<file path="src/dos_pkg.sv">
// Purpose: Shared constants and types for the differential output selector.
// Assumes: A 100 MHz system clock.
// Notes:   Mode codes are two's complement bytes.
package dos_pkg;

  localparam logic [7:0]  MODE_DISABLED   = 8'hFF;
  localparam logic [7:0]  MODE_QUADRATURE = 8'h00;
  localparam logic [7:0]  MODE_IO_STATUS  = 8'h08;
  localparam logic [7:0]  MODE_RESET      = MODE_QUADRATURE;

  localparam logic [7:0]  SIG_CONST_OFF   = 8'h80;
  localparam logic [7:0]  SEL_RESET       = SIG_CONST_OFF;
  localparam logic        INV_RESET       = 1'b0;
  localparam logic [7:0]  DELAY_MS_RESET  = 8'h00;
  localparam logic [7:0]  DELAY_MS_MAX    = 8'hFA;
  localparam int          SIG_COUNT       = 256;

  localparam int          CLK_PERIOD_NS   = 10;
  localparam int          MS_IN_NS        = 1000000;
  localparam int          CYCLES_PER_MS   = MS_IN_NS / CLK_PERIOD_NS;

  localparam logic [15:0] ENC_CPR_DEFAULT = 16'h2710;
  localparam logic [31:0] POS_STEP_FWD    = 32'h00000001;
  localparam logic [31:0] POS_STEP_REV    = 32'hFFFFFFFF;

  typedef enum logic [3:0] {
    DOS_Q00 = 4'b0001,
    DOS_Q10 = 4'b0010,
    DOS_Q11 = 4'b0100,
    DOS_Q01 = 4'b1000
  } dos_quad_t;

endpackage

</file>
<file path="src/dos_channel.sv">
// Purpose: One differential channel in I/O status mode: select, invert, OFF delay.
// Assumes: Internal signals come from logic on the same clock.
// Notes:   Held in its idle state whenever i_enable is low.
`timescale 1ns/10ps
`default_nettype none
module dos_channel
  import dos_pkg::*;
#(
  parameter int P_CYCLES_PER_MS = CYCLES_PER_MS
)(
  input  wire logic                 i_clock,
  input  wire logic                 i_rst,
  input  wire logic                 i_enable,
  input  wire logic [SIG_COUNT-1:0] i_signals,
  input  wire logic [7:0]           i_select,
  input  wire logic                 i_invert,
  input  wire logic [7:0]           i_delay_ms,
  output logic                      o_level
);

  localparam int W = $clog2(P_CYCLES_PER_MS + 1);

  typedef struct packed {
    logic         level;
    logic [7:0]   ms_left;
    logic [W-1:0] tick;
  } dos_chan_t;

  localparam dos_chan_t CHAN_RESET = '{level: 1'b0, ms_left: 8'h00, tick: '0};

  dos_chan_t q;
  dos_chan_t d;
  logic      src;
  logic      on;

  always_comb
  begin
    d   = q;
    src = i_signals[i_select] & (i_select != SIG_CONST_OFF);
    on  = src ^ i_invert;
    if (!i_enable)
    begin
      d = CHAN_RESET;
    end
    else if (on)
    begin
      d.level   = 1'b1;
      d.ms_left = (i_delay_ms > DELAY_MS_MAX) ? DELAY_MS_MAX : i_delay_ms;
      d.tick    = '0;
    end
    else if (q.level)
    begin
      // The output stays ON until the programmed milliseconds have elapsed.
      if (q.ms_left == 8'h00)
      begin
        d.level = 1'b0;
      end
      else if (q.tick == W'(P_CYCLES_PER_MS - 1))
      begin
        d.tick    = '0;
        d.ms_left = q.ms_left - 8'h01;
      end
      else
      begin
        d.tick = q.tick + W'(1);
      end
    end
  end

  always_ff @(posedge i_clock or posedge i_rst)
  begin
    if (i_rst)
      q <= CHAN_RESET;
    else
      q <= d;
  end

  assign o_level = q.level;
endmodule
`default_nettype wire

</file>
<file path="src/dos_top.sv">
// Purpose: Drives the two differential output channels from a mode setting.
// Assumes: Feedback position moves by at most one count per clock; resolution
//          does not exceed P_ENC_CPR; all inputs come from logic on this clock.
// Notes:   Quadrature edges are scaled from encoder counts by accumulation.
// Notes on behaviour
// - Mode picks off, quadrature, or I/O status.
// - Selection, invert, delay only used in I/O mode.
// - Each channel carries its chosen signal, default off.
// - Per-channel polarity: pass or invert.
// - OFF delay holds output 0 to 250 ms.
// - Quadrature phase order shows direction of motion.
// - Pulses follow motor motion for outside counting.
// - Resolution taken at power-on.
// - Resolution follows later changes.
`timescale 1ns/10ps
`default_nettype none
module dos_top
  import dos_pkg::*;
#(
  parameter int          P_CYCLES_PER_MS = CYCLES_PER_MS,
  parameter logic [15:0] P_ENC_CPR       = ENC_CPR_DEFAULT
)(
  input  wire logic                 i_clock,
  input  wire logic                 i_rst,
  input  wire logic [7:0]           i_mode,
  input  wire logic [31:0]          i_fb_position,
  input  wire logic [15:0]          i_motor_resolution,
  input  wire logic [SIG_COUNT-1:0] i_io_signals,
  input  wire logic [7:0]           i_sel_a,
  input  wire logic [7:0]           i_sel_b,
  input  wire logic                 i_invert_a,
  input  wire logic                 i_invert_b,
  input  wire logic [7:0]           i_delay_ms_a,
  input  wire logic [7:0]           i_delay_ms_b,
  output logic                      o_diff_channel_a,
  output logic                      o_diff_channel_b
);

  typedef struct packed {
    logic        started;
    logic [31:0] fb_prev;
    logic [15:0] res;
    logic [15:0] acc;
    dos_quad_t   quad;
    logic        out_a;
    logic        out_b;
  } dos_state_t;

  localparam dos_state_t STATE_RESET = '{
    started: 1'b0,
    fb_prev: 32'h00000000,
    res:     16'h0000,
    acc:     16'h0000,
    quad:    DOS_Q00,
    out_a:   1'b0,
    out_b:   1'b0
  };

  dos_state_t  q;
  dos_state_t  d;
  logic [31:0] pos_delta;
  logic [16:0] acc_up;
  logic        emit_fwd;
  logic        emit_rev;
  logic        quad_phase_a;
  logic        quad_phase_b;
  logic        io_enable;
  logic        chan_a_level;
  logic        chan_b_level;

  assign io_enable = (i_mode == MODE_IO_STATUS);

  dos_channel #(
    .P_CYCLES_PER_MS (P_CYCLES_PER_MS)
  ) u_chan_a (
    .i_clock    (i_clock),
    .i_rst      (i_rst),
    .i_enable   (io_enable),
    .i_signals  (i_io_signals),
    .i_select   (i_sel_a),
    .i_invert   (i_invert_a),
    .i_delay_ms (i_delay_ms_a),
    .o_level    (chan_a_level)
  );

  dos_channel #(
    .P_CYCLES_PER_MS (P_CYCLES_PER_MS)
  ) u_chan_b (
    .i_clock    (i_clock),
    .i_rst      (i_rst),
    .i_enable   (io_enable),
    .i_signals  (i_io_signals),
    .i_select   (i_sel_b),
    .i_invert   (i_invert_b),
    .i_delay_ms (i_delay_ms_b),
    .o_level    (chan_b_level)
  );

  always_comb
  begin
    quad_phase_a = (q.quad == DOS_Q10) || (q.quad == DOS_Q11);
    quad_phase_b = (q.quad == DOS_Q11) || (q.quad == DOS_Q01);
  end

  always_comb
  begin
    d         = q;
    emit_fwd  = 1'b0;
    emit_rev  = 1'b0;
    pos_delta = i_fb_position - q.fb_prev;
    acc_up    = {1'b0, q.acc} + {1'b0, q.res};
    d.fb_prev = i_fb_position;
    d.res     = i_motor_resolution;
    if (!q.started)
    begin
      // First cycle after reset only captures position and resolution.
      d.started = 1'b1;
      d.acc     = 16'h0000;
    end
    else if (pos_delta == POS_STEP_FWD)
    begin
      // Each encoder count adds res/CPR of an output step.
      if (acc_up >= {1'b0, P_ENC_CPR})
      begin
        d.acc    = 16'(acc_up - {1'b0, P_ENC_CPR});
        emit_fwd = 1'b1;
      end
      else
      begin
        d.acc = acc_up[15:0];
      end
    end
    else if (pos_delta == POS_STEP_REV)
    begin
      if (q.acc < q.res)
      begin
        d.acc    = 16'(({1'b0, q.acc} + {1'b0, P_ENC_CPR}) - {1'b0, q.res});
        emit_rev = 1'b1;
      end
      else
      begin
        d.acc = q.acc - q.res;
      end
    end

    // Forward walks 00,10,11,01 so phase A leads; reverse walks back.
    if (emit_fwd)
    begin
      case (q.quad)
        DOS_Q00: d.quad = DOS_Q10;
        DOS_Q10: d.quad = DOS_Q11;
        DOS_Q11: d.quad = DOS_Q01;
        DOS_Q01: d.quad = DOS_Q00;
        default: d.quad = DOS_Q00;
      endcase
    end
    else if (emit_rev)
    begin
      case (q.quad)
        DOS_Q00: d.quad = DOS_Q01;
        DOS_Q01: d.quad = DOS_Q11;
        DOS_Q11: d.quad = DOS_Q10;
        DOS_Q10: d.quad = DOS_Q00;
        default: d.quad = DOS_Q00;
      endcase
    end

    case (i_mode)
      MODE_QUADRATURE:
      begin
        d.out_a = quad_phase_a;
        d.out_b = quad_phase_b;
      end
      MODE_IO_STATUS:
      begin
        d.out_a = chan_a_level;
        d.out_b = chan_b_level;
      end
      default:
      begin
        d.out_a = 1'b0;
        d.out_b = 1'b0;
      end
    endcase
  end

  always_ff @(posedge i_clock or posedge i_rst)
  begin
    if (i_rst)
      q <= STATE_RESET;
    else
      q <= d;
  end

  assign o_diff_channel_a = q.out_a;
  assign o_diff_channel_b = q.out_b;
endmodule
`default_nettype wire

</file>
<file path="config.mk">
export PLATFORM = sky130hd
export DESIGN_NAME = dos_top
export DESIGN_NICKNAME = d
export VERILOG_FILES = /design/src/dos_pkg.sv /design/src/dos_channel.sv /design/src/dos_top.sv
export SDC_FILE = /design/constraint.sdc
export NUM_CORES = 1
export LEC_CHECK = 0
export ABC_AREA = 1
export BUFFER_PORTS_ARGS = -buffer_cell sky130_fd_sc_hd__buf_2
export CORE_MARGIN = 2
export CORE_UTILIZATION = 40
export DETAILED_ROUTE_END_ITERATION = 10
export PLACE_DENSITY = 0.6
export SLEW_MARGIN = 10
export SYNTH_ARGS = -nofsm -noshare
export SYNTH_HDL_FRONTEND = slang
export SYNTH_SLANG_ARGS = --single-unit
</file>
<file path="constraint.sdc">
create_clock -name i_clock -period 5.5 [get_ports i_clock]
set_clock_uncertainty 0.05 [all_clocks]
set_input_delay 0 -clock i_clock [delete_from_list [all_inputs] [get_ports i_clock]]
set_output_delay 0 -clock i_clock [all_outputs]
set_load 0.02 [all_outputs]
</file>
# Yosys cells after proc, flatten, opt, wreduce, memory -nomap -nowiden
# Index checks and enable logic that the tools add are counted.
# op_classes
n_lt_le_gt_ge	6
n_reduce_logical	10
add_sub_neg	10
mux	37
n_eq_ne	18
bitwise	4
# op_table
operator	count
26-bit two-way mux	6
16-bit two-way mux	5
25-bit two-way mux	2
17-bit by 1-bit adder with 17-bit output (second input constant)	2
17-bit == test (second input constant)	2
17-bit two-way mux	2
32-bit by 1-bit == test with 1-bit output (second input constant)	1
32-bit == test (second input constant)	1
8-bit two-way mux	4
16-bit subtractor	2
32-bit subtractor	1
8-bit zero test	3
4-bit one-hot mux with 3 select lines	2
8-bit by 9-bit less-than comparator with 1-bit output (second input constant)	2
16-bit by 16-bit adder with 17-bit output	1
17-bit by 14-bit >= comparator with 1-bit output (second input constant)	1
16-bit by 14-bit adder with 16-bit output (second input constant)	1
1-bit binary-select mux with 8-bit select	2
8-bit > comparator (second input constant)	2
16-bit less-than comparator	1
8-bit inequality test (second input constant)	2
16-bit by 14-bit subtractor with 16-bit output (second input constant)	1
8-bit by 1-bit subtractor with 8-bit output (second input constant)	2
1-bit two-way mux	11
other kinds (16)	26
# word_totals
elab_cells	98
regBits	123
out_inout_bits	2
input_bits	348

# Logic depth before layout (Yosys ltp)
# Gate-level depths: netlist of the first run.
# logic_depth
word_depth	7
depth_mapped	24
ltp_nobuf	23

# By module
# From an unflattened synthesis of the first run, not the netlist that was laid out.
# unflattened
cells_unflattened	3421
hier_area_um2	18657.9
# modules_own_cells
mod	cells_each	n_inst	seq_area_each_um2	area_per_inst_um2
dos_channel	969	2	650.6	4869.7
dos_top	1483	1	1778.0	8918.6

# Worst setup path after synthesis of the first run
# OpenSTA, ideal clock, no wires.
# synth_timing
path_type	flip-flop to flip-flop
start	register q[38] in the netlist's numbering
end	register q[7] in the netlist's numbering
n_path_buf	1
arrival_ns	2.678
required_ns	5.332
path_slack_ns	2.655
setup_time_ns	0.118
synth_period_minus_slack_ns	2.845
path_stages_with_launch	20
cell_sequence	dfrtp_1 -> ha_1 -> fa_1 -> nand3b_1 -> nand2_1 -> nand2_1 -> nand2_2 -> nand2_1 -> nand2_1 -> xor2_1 -> inv_1 -> nor3_1 -> nand2_1 -> nor2_1 -> nand3_2 -> nand3_2 -> inv_2 -> buf_6 -> nand2_1 -> o21ai_2
# synth_between
elab_chain_len	4
word_cells_on_any_way	6
classes_between	add/sub: 1; eq/ne: 3; mux: 2
# synth_lines
element	line	source
start, declared	dos_top.sv:59	dos_state_t q;
start signal, assigned	dos_top.sv:190	q <= STATE_RESET;
start signal, assigned	dos_top.sv:192	q <= d;
32-bit subtractor *	dos_top.sv:110	pos_delta = i_fb_position - q.fb_prev;
32-bit by 1-bit == test with 1-bit output	dos_top.sv:120	else if (pos_delta == POS_STEP_FWD)
16-bit two-way mux	dos_top.sv:120	
16-bit two-way mux	dos_top.sv:114	if (!q.started)
# Mark *: on every way between the ends. The rest lies on a longest branch, timed or not.
# A chain may end at the register's enable or synchronous reset.

# Worst setup path after layout of the first run
# layout_timing
start	input port i_sel_b[2]
end	register u_chan_b.q[3] in the netlist's numbering
# layout_between
elab_chain_len	6
word_cells_on_any_way	10
classes_between	eq/ne: 3; mux: 4; bitwise: 2; reduce/logical: 1
# layout_lines
element	line	source
start, declared	dos_top.sv:30	input wire logic [7:0] i_sel_b,
1-bit binary-select mux with 8-bit select	dos_channel.sv:39	src = i_signals[i_select] & (i_select != SIG_CONST_OFF);
1-bit two-way mux (not written as such)	dos_channel.sv:39	
1-bit bitwise AND *	dos_channel.sv:39	
1-bit bitwise XOR *	dos_channel.sv:40	on = src ^ i_invert;
3-bit by 1-bit inequality test with 1-bit output (no source line) (tied with other cells)	--	
2-bit AND reduction (no source line) or 26-bit two-way mux (tied branches)	--	
end signal, assigned	dos_channel.sv:73	q <= CHAN_RESET;
end signal, assigned	dos_channel.sv:75	q <= d;
end, declared	dos_channel.sv:31	dos_chan_t q;
# Mark *: on every way between the ends. The rest lies on a longest branch, timed or not. The select of a mux whose other input is x is not followed.

==> results of run 1 <==
## synthesized netlist by cell type, drive strengths merged (3+ instances only)
| library cell | count | area [um^2] |
|---|---|---|
| nand2 | 985 | 3760 |
| inv | 467 | 1760 |
| nand3 | 344 | 1750 |
| nor2 | 297 | 1160 |
| o21ai | 180 | 920 |
| a21oi | 171 | 867 |
| dfrtp | 122 | 3050 |
| buf | 101 | 602 |
| ha | 91 | 1140 |
| o211ai | 50 | 375 |
| xor2 | 49 | 429 |
| nand4 | 46 | 318 |
| nor3 | 38 | 210 |
| clkbuf | 23 | 86.3 |
| xnor2 | 19 | 166 |
| nor4 | 16 | 106 |
| fa | 13 | 260 |
| nand3b | 9 | 67.6 |
| a21boi | 7 | 63.8 |
| o21a | 6 | 45.0 |
| o21bai | 5 | 37.5 |
| o31ai | 5 | 37.5 |
| a21o | 4 | 30.0 |
| and3 | 4 | 25.0 |
| or2 | 4 | 25.0 |
| a31oi | 3 | 18.8 |
## through the flow
| step | hold slack [ns] | instance area (um^2) |
|---|---|---|
| final | 0.0529 | 20600 |
| after global routing | 0.110 | 20600 |
| after CTS | 0.0468 | 20600 |
| after detailed placement | 0.0593 | 19300 |
| after global placement | 0.0574 | 19300 |
| after floorplan | -0.0186 | 17400 |
## state kept, by name (all words and copies together) (netlist names)
signal            count
q                    69
u_chan_a.q           25
u_chan_b.q           25
o_diff_channel_a      1
o_diff_channel_b      1
u_chan_a.o_level      1
u_chan_b.o_level      1
## worst max-delay path by stage
| stage | to | start |
|---|---|---|
| final | u_chan_b.q[3] | i_sel_b[2] |
| after global placement | u_chan_b.q[3] | i_sel_b[2] |
| after global routing | u_chan_b.q[15] | i_sel_b[2] |
| after CTS | q[11] | q[38] |
| after detailed placement | u_chan_b.q[3] | i_sel_b[2] |
| after floorplan | o_diff_channel_a | i_rst |
## layer usage
| layer | up-vias | wire length [um] | GRT usage, % |
|---|---|---|---|
| li1 | 10409 | - | - |
| met4 | 10 | 2470 | 12.3 |
| met1 | 9790 | 29900 | 39.2 |
| met2 | 856 | 30600 | 48.4 |
| met3 | 142 | 4700 | 4.37 |
| met5 | - | 62 | 0 |
## worst min-delay path, delay by kind of cell
| family | cells | cell delay [ns] |
|---|---|---|
| buffers and inverters | 1 | 0.10 |
| and+or+nand+nor | 5 | 0.39 |
## cell usage in the layout, fill, tap and decap left out, drive strengths merged, types with 18 or more instances in the layout
cell type,n
o211ai,50
nand4,46
xor2,49
nor2,297
inv,470
a21oi,171
nand2,985
ha,91
clkbuf,18
dlygate4sd3,68
buf,359
nor3,38
xnor2,19
dfrtp,122
o21ai,180
nand3,344
## timing repair
item,4_1_cts,5_1_grt
gates resized for setup,0,0
hold endpoints to repair,128,0
hold buffers,68,0
## area by class of cell
class | count | area (um^2)
clock buffers | 18 | 439
repair buffers | 427 | 2530
inverters | 468 | 1760
diodes | 7 | 17.5
fillers | 4655 | 22400
clock inverters | 14 | 191
flip-flops and latches | 123 | 3080
multi-input cells | 2355 | 11900
well taps | 585 | 732
## kinds of logic after synthesis
logic type	share of synthesized area [%]
AO/OA/AOI/OAI	14.0
AND/OR/NAND/NOR	42.7
other	0.0216
adder cells (fa/ha/maj)	8.04
buffers and inverters	14.1
XOR/XNOR	3.42
flip-flops	17.7
## power groups by stage
stage | clock [uW] | sequential (uW) | combinational, uW
2_1_floorplan | 0 | 972 | 1110
3_3_place_gp | 0 | 979 | 1550
3_5_place_dp | 0 | 980 | 1570
4_1_cts | 1250 | 964 | 1620
5_1_grt | 1280 | 969 | 1830
6_report | 1230 | 964 | 1650
==> results.rst, run 1 <==
.. list-table::
   :header-rows: 1

   * - Metric
     - Value
   * - Synthesis-to-finish area growth
     - 18.6%
   * - Net count of the mapped netlist
     - 3,522
   * - Unrepaired setup endpoints after global routing
     - false
   * - Slew at the pin closest to its max-slew limit
     - around 0.98 ns
   * - Number of stages on the worst hold path
     - 6
   * - Maximum number of buffers from clock root to sink
     - 2
   * - Total power after layout
     - 3840 uW
   * - Part of the total power dissipated in sequential elements
     - between 20% and 30%
   * - Half-perimeter wire length after placement
     - 51,800 um
   * - Die outline height
     - 213 um
   * - Distinct cells, synth
     - 53
   * - End of the worst register-to-register path
     - q[11]
   * - Critical path's largest stage delay
     - 0.71 ns
   * - Async set-reset flop share out of synthesis
     - 100%
   * - Worst slew margin relative to its limit
     - 34.7%
   * - Final wirelength
     - 67,700 um
   * - WL/cell
     - 16.9 um
   * - Power dissipated by switching net loads
     - 1560 uW
   * - Detailed-router iteration count before antenna repair
     - 8
   * - Wire length of the first global-routing pass
     - 106,000 um
   * - Worst setup slack for register-to-register paths
     - between 1.5 and 2 ns
   * - Mean instance size in the synthesized netlist
     - 5.66 um^2
   * - Power density over the cells
     - 186 nW/um^2
   * - Worst Path Required
     - 5.78 ns
   * - Slowest stage cell, crit path
     - sky130_fd_sc_hd__nor2_2
   * - Initial core utilization
     - roughly two fifths
   * - Util after Layout
     - 48.0%
   * - Number of hold violations in the final report
     - 0
   * - GRT Total Usage
     - 29.7%
   * - Largest voltage drop on the vdd net
     - 279 uV
   * - Clock-pin slew reported for the worst setup and hold paths after clock tree synthesis
     - 0.06 ns
   * - Setup TNS Final
     - 0 ns
   * - Clock network fraction of total power
     - 32.1%
   * - Max-cap violation count
     - 0
   * - RD Place Congestion
     - 0.969
   * - Vias in the first global route
     - 20,319
   * - Highest clock rate
     - 0.270 GHz
   * - Worst path setup slack after routing
     - 1.79 ns
   * - Via count
     - 21,207
   * - Share of the yosys chip area belonging to registers
     - 17.7%
   * - Remaining routing DRC violations
     - 0
   * - Min-Delay Path Class
     - input port to flop
   * - Port Buf Inserts
     - about 350
   * - Final layout net count
     - 3,844
   * - Fin. max-slew vios
     - 0
   * - Top Ports
     - 350
   * - CTS tree
     - built
   * - Crit path depth
     - 17
   * - Area of the mapped netlist
     - 17,400 um^2
   * - Total CTS buffers
     - 17
   * - WHS Endpoint
     - u_chan_a.q[24]
   * - Share of the clock period used by the worst path after layout
     - about two thirds
   * - Synthesis Warnings
     - 0
   * - Logic gate share of total power
     - between 40 and 50%
   * - Startpoint type of the worst setup path
     - input port
   * - Post-route non-filler standard cell count
     - 3,997
   * - Worst R2R Start
     - q[38]
   * - Setup violations, final
     - 0
   * - Worst slack at placement
     - 1.39 ns
   * - Clk Latency, worst-skew pair
     - about 0.45 ns
   * - Endpoint kind of the worst setup timing path
     - flop
   * - Rows
     - 76
   * - Total setup buffers inserted after CTS
     - 0
   * - Layout cell share with drive strength beyond 1
     - 13.9%
   * - Clock period minus worst slack
     - 3.71 ns
   * - Clock sinks
     - 123
   * - Synthesized netlist cell count
     - 3,070
   * - Internal power
     - 2280 uW
   * - Flops & latches, synth
     - 123
   * - Antenna violation net count after detailed routing
     - 0
   * - Count of H-tree levels built during CTS
     - 4
   * - DR vias/cell
     - 5.31
   * - Die width
     - 213 um
   * - Largest delay share family, worst path
     - simple AND/OR/NAND/NOR gates
   * - Series of cell instances along the critical path
     - buf_2, inv_2, nor2_2, inv_1, a21oi_1, nor2_1, nand2_1, nand3_1, nand2_1, nand3_1, nand2_1, nand3_1, nand2_2, nand3_2, inv_1, nand2_1, o21a_1
   * - EDFF count, synth
     - 0
   * - Maximum fanout along the worst path
     - 26
   * - Result of the run
     - finished clean
   * - Placeable core region
     - approximately 43,000 um^2
   * - Inst Count DP
     - 3,890
   * - Arrival time reported for the critical path endpoint
     - 3.99 ns
   * - Die Area
     - 45,200 um^2
   * - Pin count of the biggest net entering global routing
     - 191
   * - Cell seen most often among critical-path stages
     - sky130_fd_sc_hd__nand2_1
   * - Number of cell instances on the worst register-to-register path
     - 21
   * - Type of the worst setup path
     - input port to flop
   * - Switching Fraction
     - 40.6%
   * - Leading register cell type out of synthesis
     - sky130_fd_sc_hd__dfrtp_1
   * - DR iter-0 viols
     - ~2,100
   * - Buffer cell driving the clock tree root
     - sky130_fd_sc_hd__clkbuf_16
   * - Number of antenna violations at the first check in global routing
     - 12
   * - Cell leakage power
     - around 0.011 uW
   * - HP Start
     - i_invert_a
   * - Worst path buffer plus inverter count
     - 4
   * - Total grt overflow
     - 0
Power figures use the tool's default switching activity.
==> inputs of run 2 (changes only) <==
--- a/config.mk
+++ b/config.mk
@@ -5,12 +5,12 @@
 export SDC_FILE = /design/constraint.sdc
 export NUM_CORES = 1
 export LEC_CHECK = 0
-export ABC_AREA = 1
+export ABC_AREA = 0
 export BUFFER_PORTS_ARGS = -buffer_cell sky130_fd_sc_hd__buf_2
 export CORE_MARGIN = 2
 export CORE_UTILIZATION = 40
 export DETAILED_ROUTE_END_ITERATION = 10
-export PLACE_DENSITY = 0.6
+export PLACE_DENSITY = 0.64
 export SLEW_MARGIN = 10
 export SYNTH_ARGS = -nofsm -noshare
 export SYNTH_HDL_FRONTEND = slang
==> constraint.sdc (replaced) <==
create_clock -name i_clock -period 3.2 [get_ports i_clock]
set_clock_uncertainty 0.05 [all_clocks]
set_input_delay 0 -clock i_clock [delete_from_list [all_inputs] [get_ports i_clock]]
set_output_delay 0 -clock i_clock [all_outputs]
set_load 0.02 [all_outputs]
==> results.rst, run 2 <==
.. list-table::
   :header-rows: 1

   * - Metric
     - Value
   * - Result of the run
     - finished with violations
   * - Violations in the final reports
     - setup timing
   * - Arrival time reported for the critical path endpoint
     - 4.20 ns (+0.21 ns)
   * - Largest voltage drop on the vdd net
     - 254 uV (-9.0%)
   * - Inst Count DP
     - 2,565 (-34%)
   * - Ranking of synthesized cells by area
     - sky130_fd_sc_hd__mux4_2, sky130_fd_sc_hd__dfrtp_1, sky130_fd_sc_hd__ha_1
   * - Setup violations, final
     - 20 (+20)
   * - Share of the yosys chip area belonging to registers
     - 20.8% (+3.1 points)
   * - Worst Path Required
     - 3.49 ns (-2.29 ns)
   * - Final wirelength
     - 52,200 um (-23%)
   * - DR iter-0 viols
     - 977 (-54%)
   * - Count of H-tree levels built during CTS
     - 4 (unchanged)
   * - Highest clock rate
     - ~0.26 GHz
   * - Number of hold violations in the final report
     - 0 (unchanged)
   * - Number of flip-flops in the largest register
     - 69 (unchanged)
   * - Startpoint type of the worst setup path
     - flop
   * - Worst slew margin relative to its limit
     - 40.9% (+6.2 points)
   * - Top reg by flops
     - q
   * - GRT Total Usage
     - 27.1% (-2.6 points)
   * - Layout cell share with drive strength beyond 1
     - 43.6% (+30 points)
   * - Clock-pin slew reported for the worst setup and hold paths after clock tree synthesis
     - 0.06 ns (about the same)
   * - RD Place Congestion
     - 0.962 (-0.73%)
   * - Worst hold slack after final layout
     - 0.0828 ns (+0.0299 ns)
   * - Slew at the pin closest to its max-slew limit
     - 0.885 ns (-0.0932 ns)
   * - Clock sinks
     - 123 (unchanged)
   * - Most common cell after layout, fill and taps aside
     - sky130_fd_sc_hd__buf_2
   * - Distinct cells, synth
     - 95 (+79%)
   * - Placeable core region
     - 36,500 um^2 (-15%)
   * - Via count
     - 15,085 (-29%)
   * - Async set-reset flop share out of synthesis
     - 100% (unchanged)
   * - Final layout net count
     - 2,645 (-31%)
   * - Buffer cell driving the clock tree root
     - sky130_fd_sc_hd__clkbuf_16
   * - Initial core utilization
     - 40.5% (about the same)
   * - Pin count of the biggest net entering global routing
     - 60 (-69%)
   * - Synthesis-to-finish area growth
     - 43.4%
   * - Synthesis Warnings
     - 0 (unchanged)
   * - Unrepaired setup endpoints after global routing
     - true
   * - Leading register cell type out of synthesis
     - sky130_fd_sc_hd__dfrtp_1
   * - Most frequent cells in the layout
     - sky130_fd_sc_hd__buf_2, sky130_fd_sc_hd__buf_4, sky130_fd_sc_hd__mux4_2
   * - Die Area
     - 38,500 um^2 (-15%)
   * - Vias in the first global route
     - 15,616 (-23%)
   * - Total CTS buffers
     - 17 (unchanged)
   * - EDFF count, synth
     - 0 (unchanged)
   * - Setup TNS Final
     - -12.95 ns (-12.95 ns)
   * - Fin. max-slew vios
     - 0 (unchanged)
   * - Clock period minus worst slack
     - just under 4 ns
   * - Amount of wire on met3 after detailed routing
     - 3130 um (-33%)
   * - Mean instance size in the synthesized netlist
     - 9.72 um^2 (+72%)
   * - Most area-hungry cell type in the Yosys netlist
     - sky130_fd_sc_hd__mux4_2
   * - Min-Delay Path Class
     - input port to flop
   * - Die outline height
     - 196 um (-7.7%)
   * - Clk Latency, worst-skew pair
     - 0.43 ns (-0.02 ns)
   * - WL/cell
     - 19.5 um (+15%)
   * - Cell leakage power
     - 0.00961 uW (-15%)
   * - Remaining routing DRC violations
     - 0 (unchanged)
   * - Top Layer Used
     - met5
   * - Worst path setup slack after routing
     - -0.709 ns (-2.50 ns)
   * - CTS tree
     - built
   * - Endpoint kind of the worst setup timing path
     - flop
   * - Post-route non-filler standard cell count
     - 2,684 (-33%)
   * - Total grt overflow
     - 0 (unchanged)
   * - Rows
     - 70 (-7.9%)
   * - Most common cell in the netlist
     - sky130_fd_sc_hd__mux4_2
   * - M1 WL
     - 21,400 um (-29%)
   * - Maximum fanout along the worst path
     - 6 (-77%)
   * - Total power after layout
     - 6080 uW (+58%)
   * - Max-cap violation count
     - 0 (unchanged)
   * - Number of antenna violations at the first check in global routing
     - 14 (+2)
   * - Wire length of the first global-routing pass
     - 82,300 um (-22%)
   * - Detailed-router iteration count before antenna repair
     - 5 (-3)
   * - Port Buf Inserts
     - 349 (unchanged)
   * - Regs by FF count
     - q x69, u_chan_a.q x25, u_chan_b.q x25
   * - Most numerous cell types in the synthesized netlist
     - sky130_fd_sc_hd__mux4_2, sky130_fd_sc_hd__nor2_1, sky130_fd_sc_hd__dfrtp_1
   * - DR vias/cell
     - 5.62 (+5.9%)
   * - Top Ports
     - 350 (unchanged)
   * - Net count of the mapped netlist
     - 1,973 (-44%)
   * - Antenna violation net count after detailed routing
     - 0 (unchanged)
   * - Power density over the cells
     - 287 nW/um^2 (+54%)
   * - Area share of the leading cell type in the synthesized netlist
     - 23.6% (+2.8 points)
   * - Die width
     - 196 um (-7.7%)
   * - Flops & latches, synth
     - 123 (unchanged)
   * - DR WL met2
     - 25,800 um (-15%)
   * - Maximum number of buffers from clock root to sink
     - 2 (unchanged)
   * - Synthesized netlist cell count
     - 1,521 (-50%)
   * - Area of the mapped netlist
     - 14,800 um^2 (-15%)
   * - Type of the worst setup path
     - flop to flop
   * - Half-perimeter wire length after placement
     - 42,900 um (-17%)
   * - Share of the clock period used by the worst path after layout
     - 122%
run 2: cell count changes in the layout (fill, tap and decap cells not counted), sizes merged, moves of 35 or more:
cell and delta:
mux2i +37, buf +306, a21oi -94, nor2 -159, o21ai -137, xnor2 +49
o211ai -35, nand2 -892, inv -351, mux4 +155, nand3 -299
run 2: critical path, stage by stage (launching register included):
cell and delay (ns):
sky130_fd_sc_hd__dfrtp_1 0.39, sky130_fd_sc_hd__ha_2 0.18, sky130_fd_sc_hd__fa_2 0.34, sky130_fd_sc_hd__and2b_2 0.27, sky130_fd_sc_hd__buf_6 0.10, sky130_fd_sc_hd__o211ai_2 0.09
sky130_fd_sc_hd__and3_4 0.19, sky130_fd_sc_hd__or4_4 0.52, sky130_fd_sc_hd__a211oi_2 0.26, sky130_fd_sc_hd__or3_4 0.16, sky130_fd_sc_hd__and4bb_1 0.24, sky130_fd_sc_hd__nand4bb_4 0.16
sky130_fd_sc_hd__nor4_4 0.19, sky130_fd_sc_hd__buf_4 0.18, sky130_fd_sc_hd__buf_8 0.14, sky130_fd_sc_hd__o211ai_1 0.09, sky130_fd_sc_hd__o21a_1 0.12, sky130_fd_sc_hd__o22ai_1 0.14
run 2: layout make-up:
| class | instances | area, um^2 |
|---|---|---|
| Inverter | 112 | 424 |
| Multi-Input combinational cell | 1203 | 11300 |
| Clock inverter | 15 | 203 |
| Tap cell | 468 | 586 |
| Sequential cell | 123 | 3080 |
| Clock buffer | 17 | 425 |
| Antenna cell | 10 | 25.0 |
| Timing Repair Buffer | 736 | 5090 |
| Fill cell | 3156 | 15300 |
run 2: per-stage QoR:
step / setup slack [ns] / utilization (%) / area, um^2
after floorplan: -0.588 / - / 15000
after global placement: -0.934 / 53.3 / 19500
after detailed placement: -1.07 / 53.3 / 19500
after CTS: -0.679 / 57.6 / 21000
after global routing: -0.886 / 58.0 / 21200
final: -0.709 / 58.0 / 21200
run 2: cells by family after synthesis:
logic type,count (synthesis),share of synthesized area (%)
xor gates and xnor gates,96,5.87
muxes,197,26.5
adders and majority gates,104,9.46
and+or+nand+nor,492,17.0
other,1,0.0254
DFF,123,20.8
AOI/OAI and AO/OA,313,14.7
buffers and inverters,195,5.66
run 2: final timing paths:
check | startpoint | to | slack, ns | cells past startpoint
setup / recovery | q[38] | q[15] | -0.71 | 17
hold / removal | i_invert_a | u_chan_a.q[4] | 0.08 | 5
setup reg to reg | q[38] | q[15] | -0.71 | 17
hold reg to reg | u_chan_b.q[16] | u_chan_b.q[16] | 0.49 | 2
max in group asynchronous | i_rst | q[14] | 1.96 | 4
min in group asynchronous | i_rst | u_chan_a.q[19] | 0.25 | 3
run 2: timing repair:
action	4_1_cts	5_1_grt
gates cloned	1	0
pin swaps	15	11
setup buffers	3	3
hold buffers	70	0
setup endpoints to repair	24	35
resized for setup	51	30
endpoints found under the hold margin	104	0
run 2: where the power goes:
group / internal (uW) / total, uW / switching, uW
sequential: 1590 / 1600 / 17.6
clock: 1260 / 2130 / 868
combinational: 1260 / 2350 / 1090
run 2: per-layer routing:
layer / global-route usage, % / vias to the layer above
met3: 4.62 / 94
met2: 45.7 / 574
met1: 34.6 / 7266
met4: 11.3 / 6
met5: 0 / -
li1: - / 7145
==> inputs of run 3 (changes only) <==
--- a/config.mk
+++ b/config.mk
@@ -10,7 +10,6 @@
 export CORE_MARGIN = 2
 export CORE_UTILIZATION = 40
 export DETAILED_ROUTE_END_ITERATION = 10
-export PLACE_DENSITY = 0.64
 export SLEW_MARGIN = 10
 export SYNTH_ARGS = -nofsm -noshare
 export SYNTH_HDL_FRONTEND = slang
==> results.rst, run 3 (synthesized netlist as in run 2, its figures left out) <==
.. list-table::
   :header-rows: 1

   * - Metric
     - Value
   * - Result of the run
     - finished with violations
   * - Violations in the final reports
     - setup timing
   * - Clock period minus worst slack
     - 3.91 ns (+0.00608 ns)
   * - Type of the worst setup path
     - flop to flop
   * - Remaining routing DRC violations
     - 0 (unchanged)
   * - Rows
     - 70 (unchanged)
   * - Die Area
     - 38,500 um^2 (unchanged)
   * - Placeable core region
     - 36,500 um^2 (unchanged)
   * - RD Place Congestion
     - 0.946 (-1.7%)
   * - Arrival time reported for the critical path endpoint
     - 4.20 ns (about the same)
   * - Count of H-tree levels built during CTS
     - 4 (unchanged)
   * - Area used by multi-input combinational logic
     - 11,600 um^2 (+2.6%)
   * - GRT Total Usage
     - 27.6% (+0.51 points)
   * - Antenna violation net count after detailed routing
     - 0 (unchanged)
   * - Number of hold violations in the final report
     - 0 (unchanged)
   * - Clock sinks
     - 123 (unchanged)
   * - Most common cell after layout, fill and taps aside
     - sky130_fd_sc_hd__buf_2
   * - Worst slack at placement
     - -1.02 ns (+0.0511 ns)
   * - Max-cap violation count
     - 0 (unchanged)
   * - Pin count of the biggest net entering global routing
     - 48 (-20%)
   * - Regs by FF count
     - q x69, u_chan_a.q x25, u_chan_b.q x25
   * - Total CTS buffers
     - 17 (unchanged)
   * - Clock-pin slew reported for the worst setup and hold paths after clock tree synthesis
     - 0.07 ns (about the same)
   * - Half-perimeter wire length after placement
     - 43,100 um (+0.45%)
   * - Fin. max-slew vios
     - 0 (unchanged)
   * - Setup violations, final
     - 20 (unchanged)
   * - Startpoint type of the worst setup path
     - flop
   * - Number of filler instances in the final layout
     - 3,162 (+0.19%)
   * - Final wirelength
     - 54,000 um (+3.4%)
   * - Maximum fanout along the worst path
     - 6 (unchanged)
   * - Total grt overflow
     - 0 (unchanged)
   * - Endpoint kind of the worst setup timing path
     - flop
   * - Initial core utilization
     - 40.5% (unchanged)
   * - Part of the total power dissipated in sequential elements
     - 25.7% (-0.7 points)
   * - Most frequent cells in the layout
     - sky130_fd_sc_hd__buf_2, sky130_fd_sc_hd__buf_4, sky130_fd_sc_hd__mux4_2
   * - Buffer cell driving the clock tree root
     - sky130_fd_sc_hd__clkbuf_16
   * - Logic gate share of total power
     - 39.6% (+0.9 points)
   * - Layout cell share with drive strength beyond 1
     - 45.8% (+2.2 points)
   * - CTS tree
     - built
   * - Min-Delay Path Class
     - input port to flop
   * - Number of antenna violations at the first check in global routing
     - 7 (-7)
   * - Internal power
     - 4200 uW (+2.3%)
   * - Worst path setup slack after routing
     - -0.715 ns (-0.00608 ns)
   * - DR iter-0 viols
     - 713 (-27%)
   * - Synthesis-to-finish area growth
     - 47.0%
   * - Worst slew margin relative to its limit
     - 30.0% (-11 points)
   * - Die outline height
     - 196 um (unchanged)
   * - WL/cell
     - 19.9 um (+2.3%)
   * - Highest clock rate
     - 0.255 GHz (-0.16%)
   * - Largest voltage drop on the vdd net
     - 286 uV (+13%)
   * - Number of flip-flops in the largest register
     - 69 (unchanged)
   * - Detailed-router iteration count before antenna repair
     - 7 (+2)
   * - Slew at the pin closest to its max-slew limit
     - 1.05 ns (+0.164 ns)
   * - Cell leakage power
     - 0.00984 uW (+2.4%)
   * - DR vias/cell
     - 5.64 (+0.38%)
   * - Setup TNS Final
     - -12.99 ns (-0.0449 ns)
   * - Sequential standard cell area
     - 3080 um^2 (unchanged)
   * - Share of the clock period used by the worst path after layout
     - 122% (+0.19 points)
   * - Wire length of the first global-routing pass
     - 83,200 um (+1.1%)
   * - Die width
     - 196 um (unchanged)
   * - Via count
     - 15,294 (+1.4%)
   * - Final layout net count
     - 2,675 (+1.1%)
   * - Worst Path Required
     - 3.48 ns (about the same)
   * - Maximum number of buffers from clock root to sink
     - 2 (unchanged)
   * - Top Ports
     - 350 (unchanged)
   * - Vias in the first global route
     - 15,951 (+2.1%)
   * - Port Buf Inserts
     - 349 (unchanged)
   * - Power dissipated by switching net loads
     - 2050 uW (+3.8%)
   * - Top reg by flops
     - q
   * - Power density over the cells
     - 288 nW/um^2 (+0.18%)
   * - Switching Fraction
     - 32.8% (+0.33 points)
   * - Clk Latency, worst-skew pair
     - 0.44 ns (about the same)
   * - Unrepaired setup endpoints after global routing
     - true
   * - Clock network fraction of total power
     - 34.7% (-0.3 points)
==> run 3: layout make-up <==
| type | instances | area share [%] |
|---|---|---|
| diodes | 7 | 0.0806 |
| clock buffers | 18 | 2.02 |
| clock inverters | 14 | 0.910 |
| inverters | 112 | 1.95 |
| multi-input cells | 1203 | 53.6 |
| flip-flops and latches | 123 | 14.2 |
| well taps | 468 | 2.69 |
| repair buffers | 766 | 24.6 |
==> run 3: path summary, 6_finish.rpt <==
path	to	startpoint	depth (start not counted)	slack [ns]
worst max-delay path	q[4]	q[38]	17	-0.71
worst min-delay path	u_chan_a.q[4]	i_invert_a	5	0.03
worst max register to register	q[4]	q[38]	17	-0.71
worst min register to register	u_chan_a.q[4]	u_chan_a.q[4]	2	0.49
max in group asynchronous	u_chan_b.q[8]	i_rst	4	1.78
min in group asynchronous	q[24]	i_rst	3	0.27
==> run 3: through the flow <==
| step | cells | instance area (um^2) | power (uW) | hold slack [ns] | utilization, % |
|---|---|---|---|---|---|
| floorplan | 1521 | 15000 | 2880 | -0.0186 | - |
| global placement | 2574 | 19500 | 3840 | 0.0586 | 53.3 |
| detailed placement | 2574 | 19500 | 3860 | 0.0593 | 53.3 |
| CTS | 2693 | 21200 | 6160 | 0.0241 | 58.1 |
| global route | 2711 | 21700 | 6540 | 0.0528 | 59.5 |
| finish | 2711 | 21700 | 6250 | 0.0292 | 59.5 |
==> run 3: power by group through the flow <==
| stage | clock [uW] | combinational [uW] | sequential, uW |
|---|---|---|---|
| 2_1_floorplan | 0 | 1250 | 1630 |
| 3_3_place_gp | 0 | 2210 | 1630 |
| 3_5_place_dp | 0 | 2230 | 1630 |
| 4_1_cts | 2200 | 2350 | 1600 |
| 5_1_grt | 2270 | 2670 | 1610 |
| 6_report | 2170 | 2480 | 1600 |
==> run 3: what timing repair did <==
item                                   CTS  global route
endpoints found under the hold margin  106             0
hold buffers                            70             0
pin swaps                               14            29
cloned                                   3             1
gates resized for setup                 51            87
buffers inserted                        14            12
setup endpoints to repair               35            51
==> run 3: routing by layer <==
metal	share of wire (%)	vias to the layer above	GRT usage [%]
met1	41	7472	33.8
met2	51	507	49.2
met3	4.3	120	3.95
met4	3.8	0	10.7
li1	-	7195	-
met5	0	-	0
==> run 3: worst max-delay path: stages (launching register included) <==
cell and delay (ns):
sky130_fd_sc_hd__dfrtp_1 0.39, sky130_fd_sc_hd__ha_2 0.19, sky130_fd_sc_hd__fa_2 0.34, sky130_fd_sc_hd__and2b_2 0.25, sky130_fd_sc_hd__buf_6 0.12, sky130_fd_sc_hd__o211ai_4 0.07, sky130_fd_sc_hd__and3_4 0.17, sky130_fd_sc_hd__or4_4 0.52
sky130_fd_sc_hd__a211oi_4 0.29, sky130_fd_sc_hd__or3_4 0.17, sky130_fd_sc_hd__and4bb_1 0.25, sky130_fd_sc_hd__nand4bb_4 0.15, sky130_fd_sc_hd__buf_6 0.15, sky130_fd_sc_hd__nor4_4 0.19, sky130_fd_sc_hd__buf_4 0.18, sky130_fd_sc_hd__a21oi_2 0.05
sky130_fd_sc_hd__nand2_1 0.07, sky130_fd_sc_hd__a21bo_2 0.22
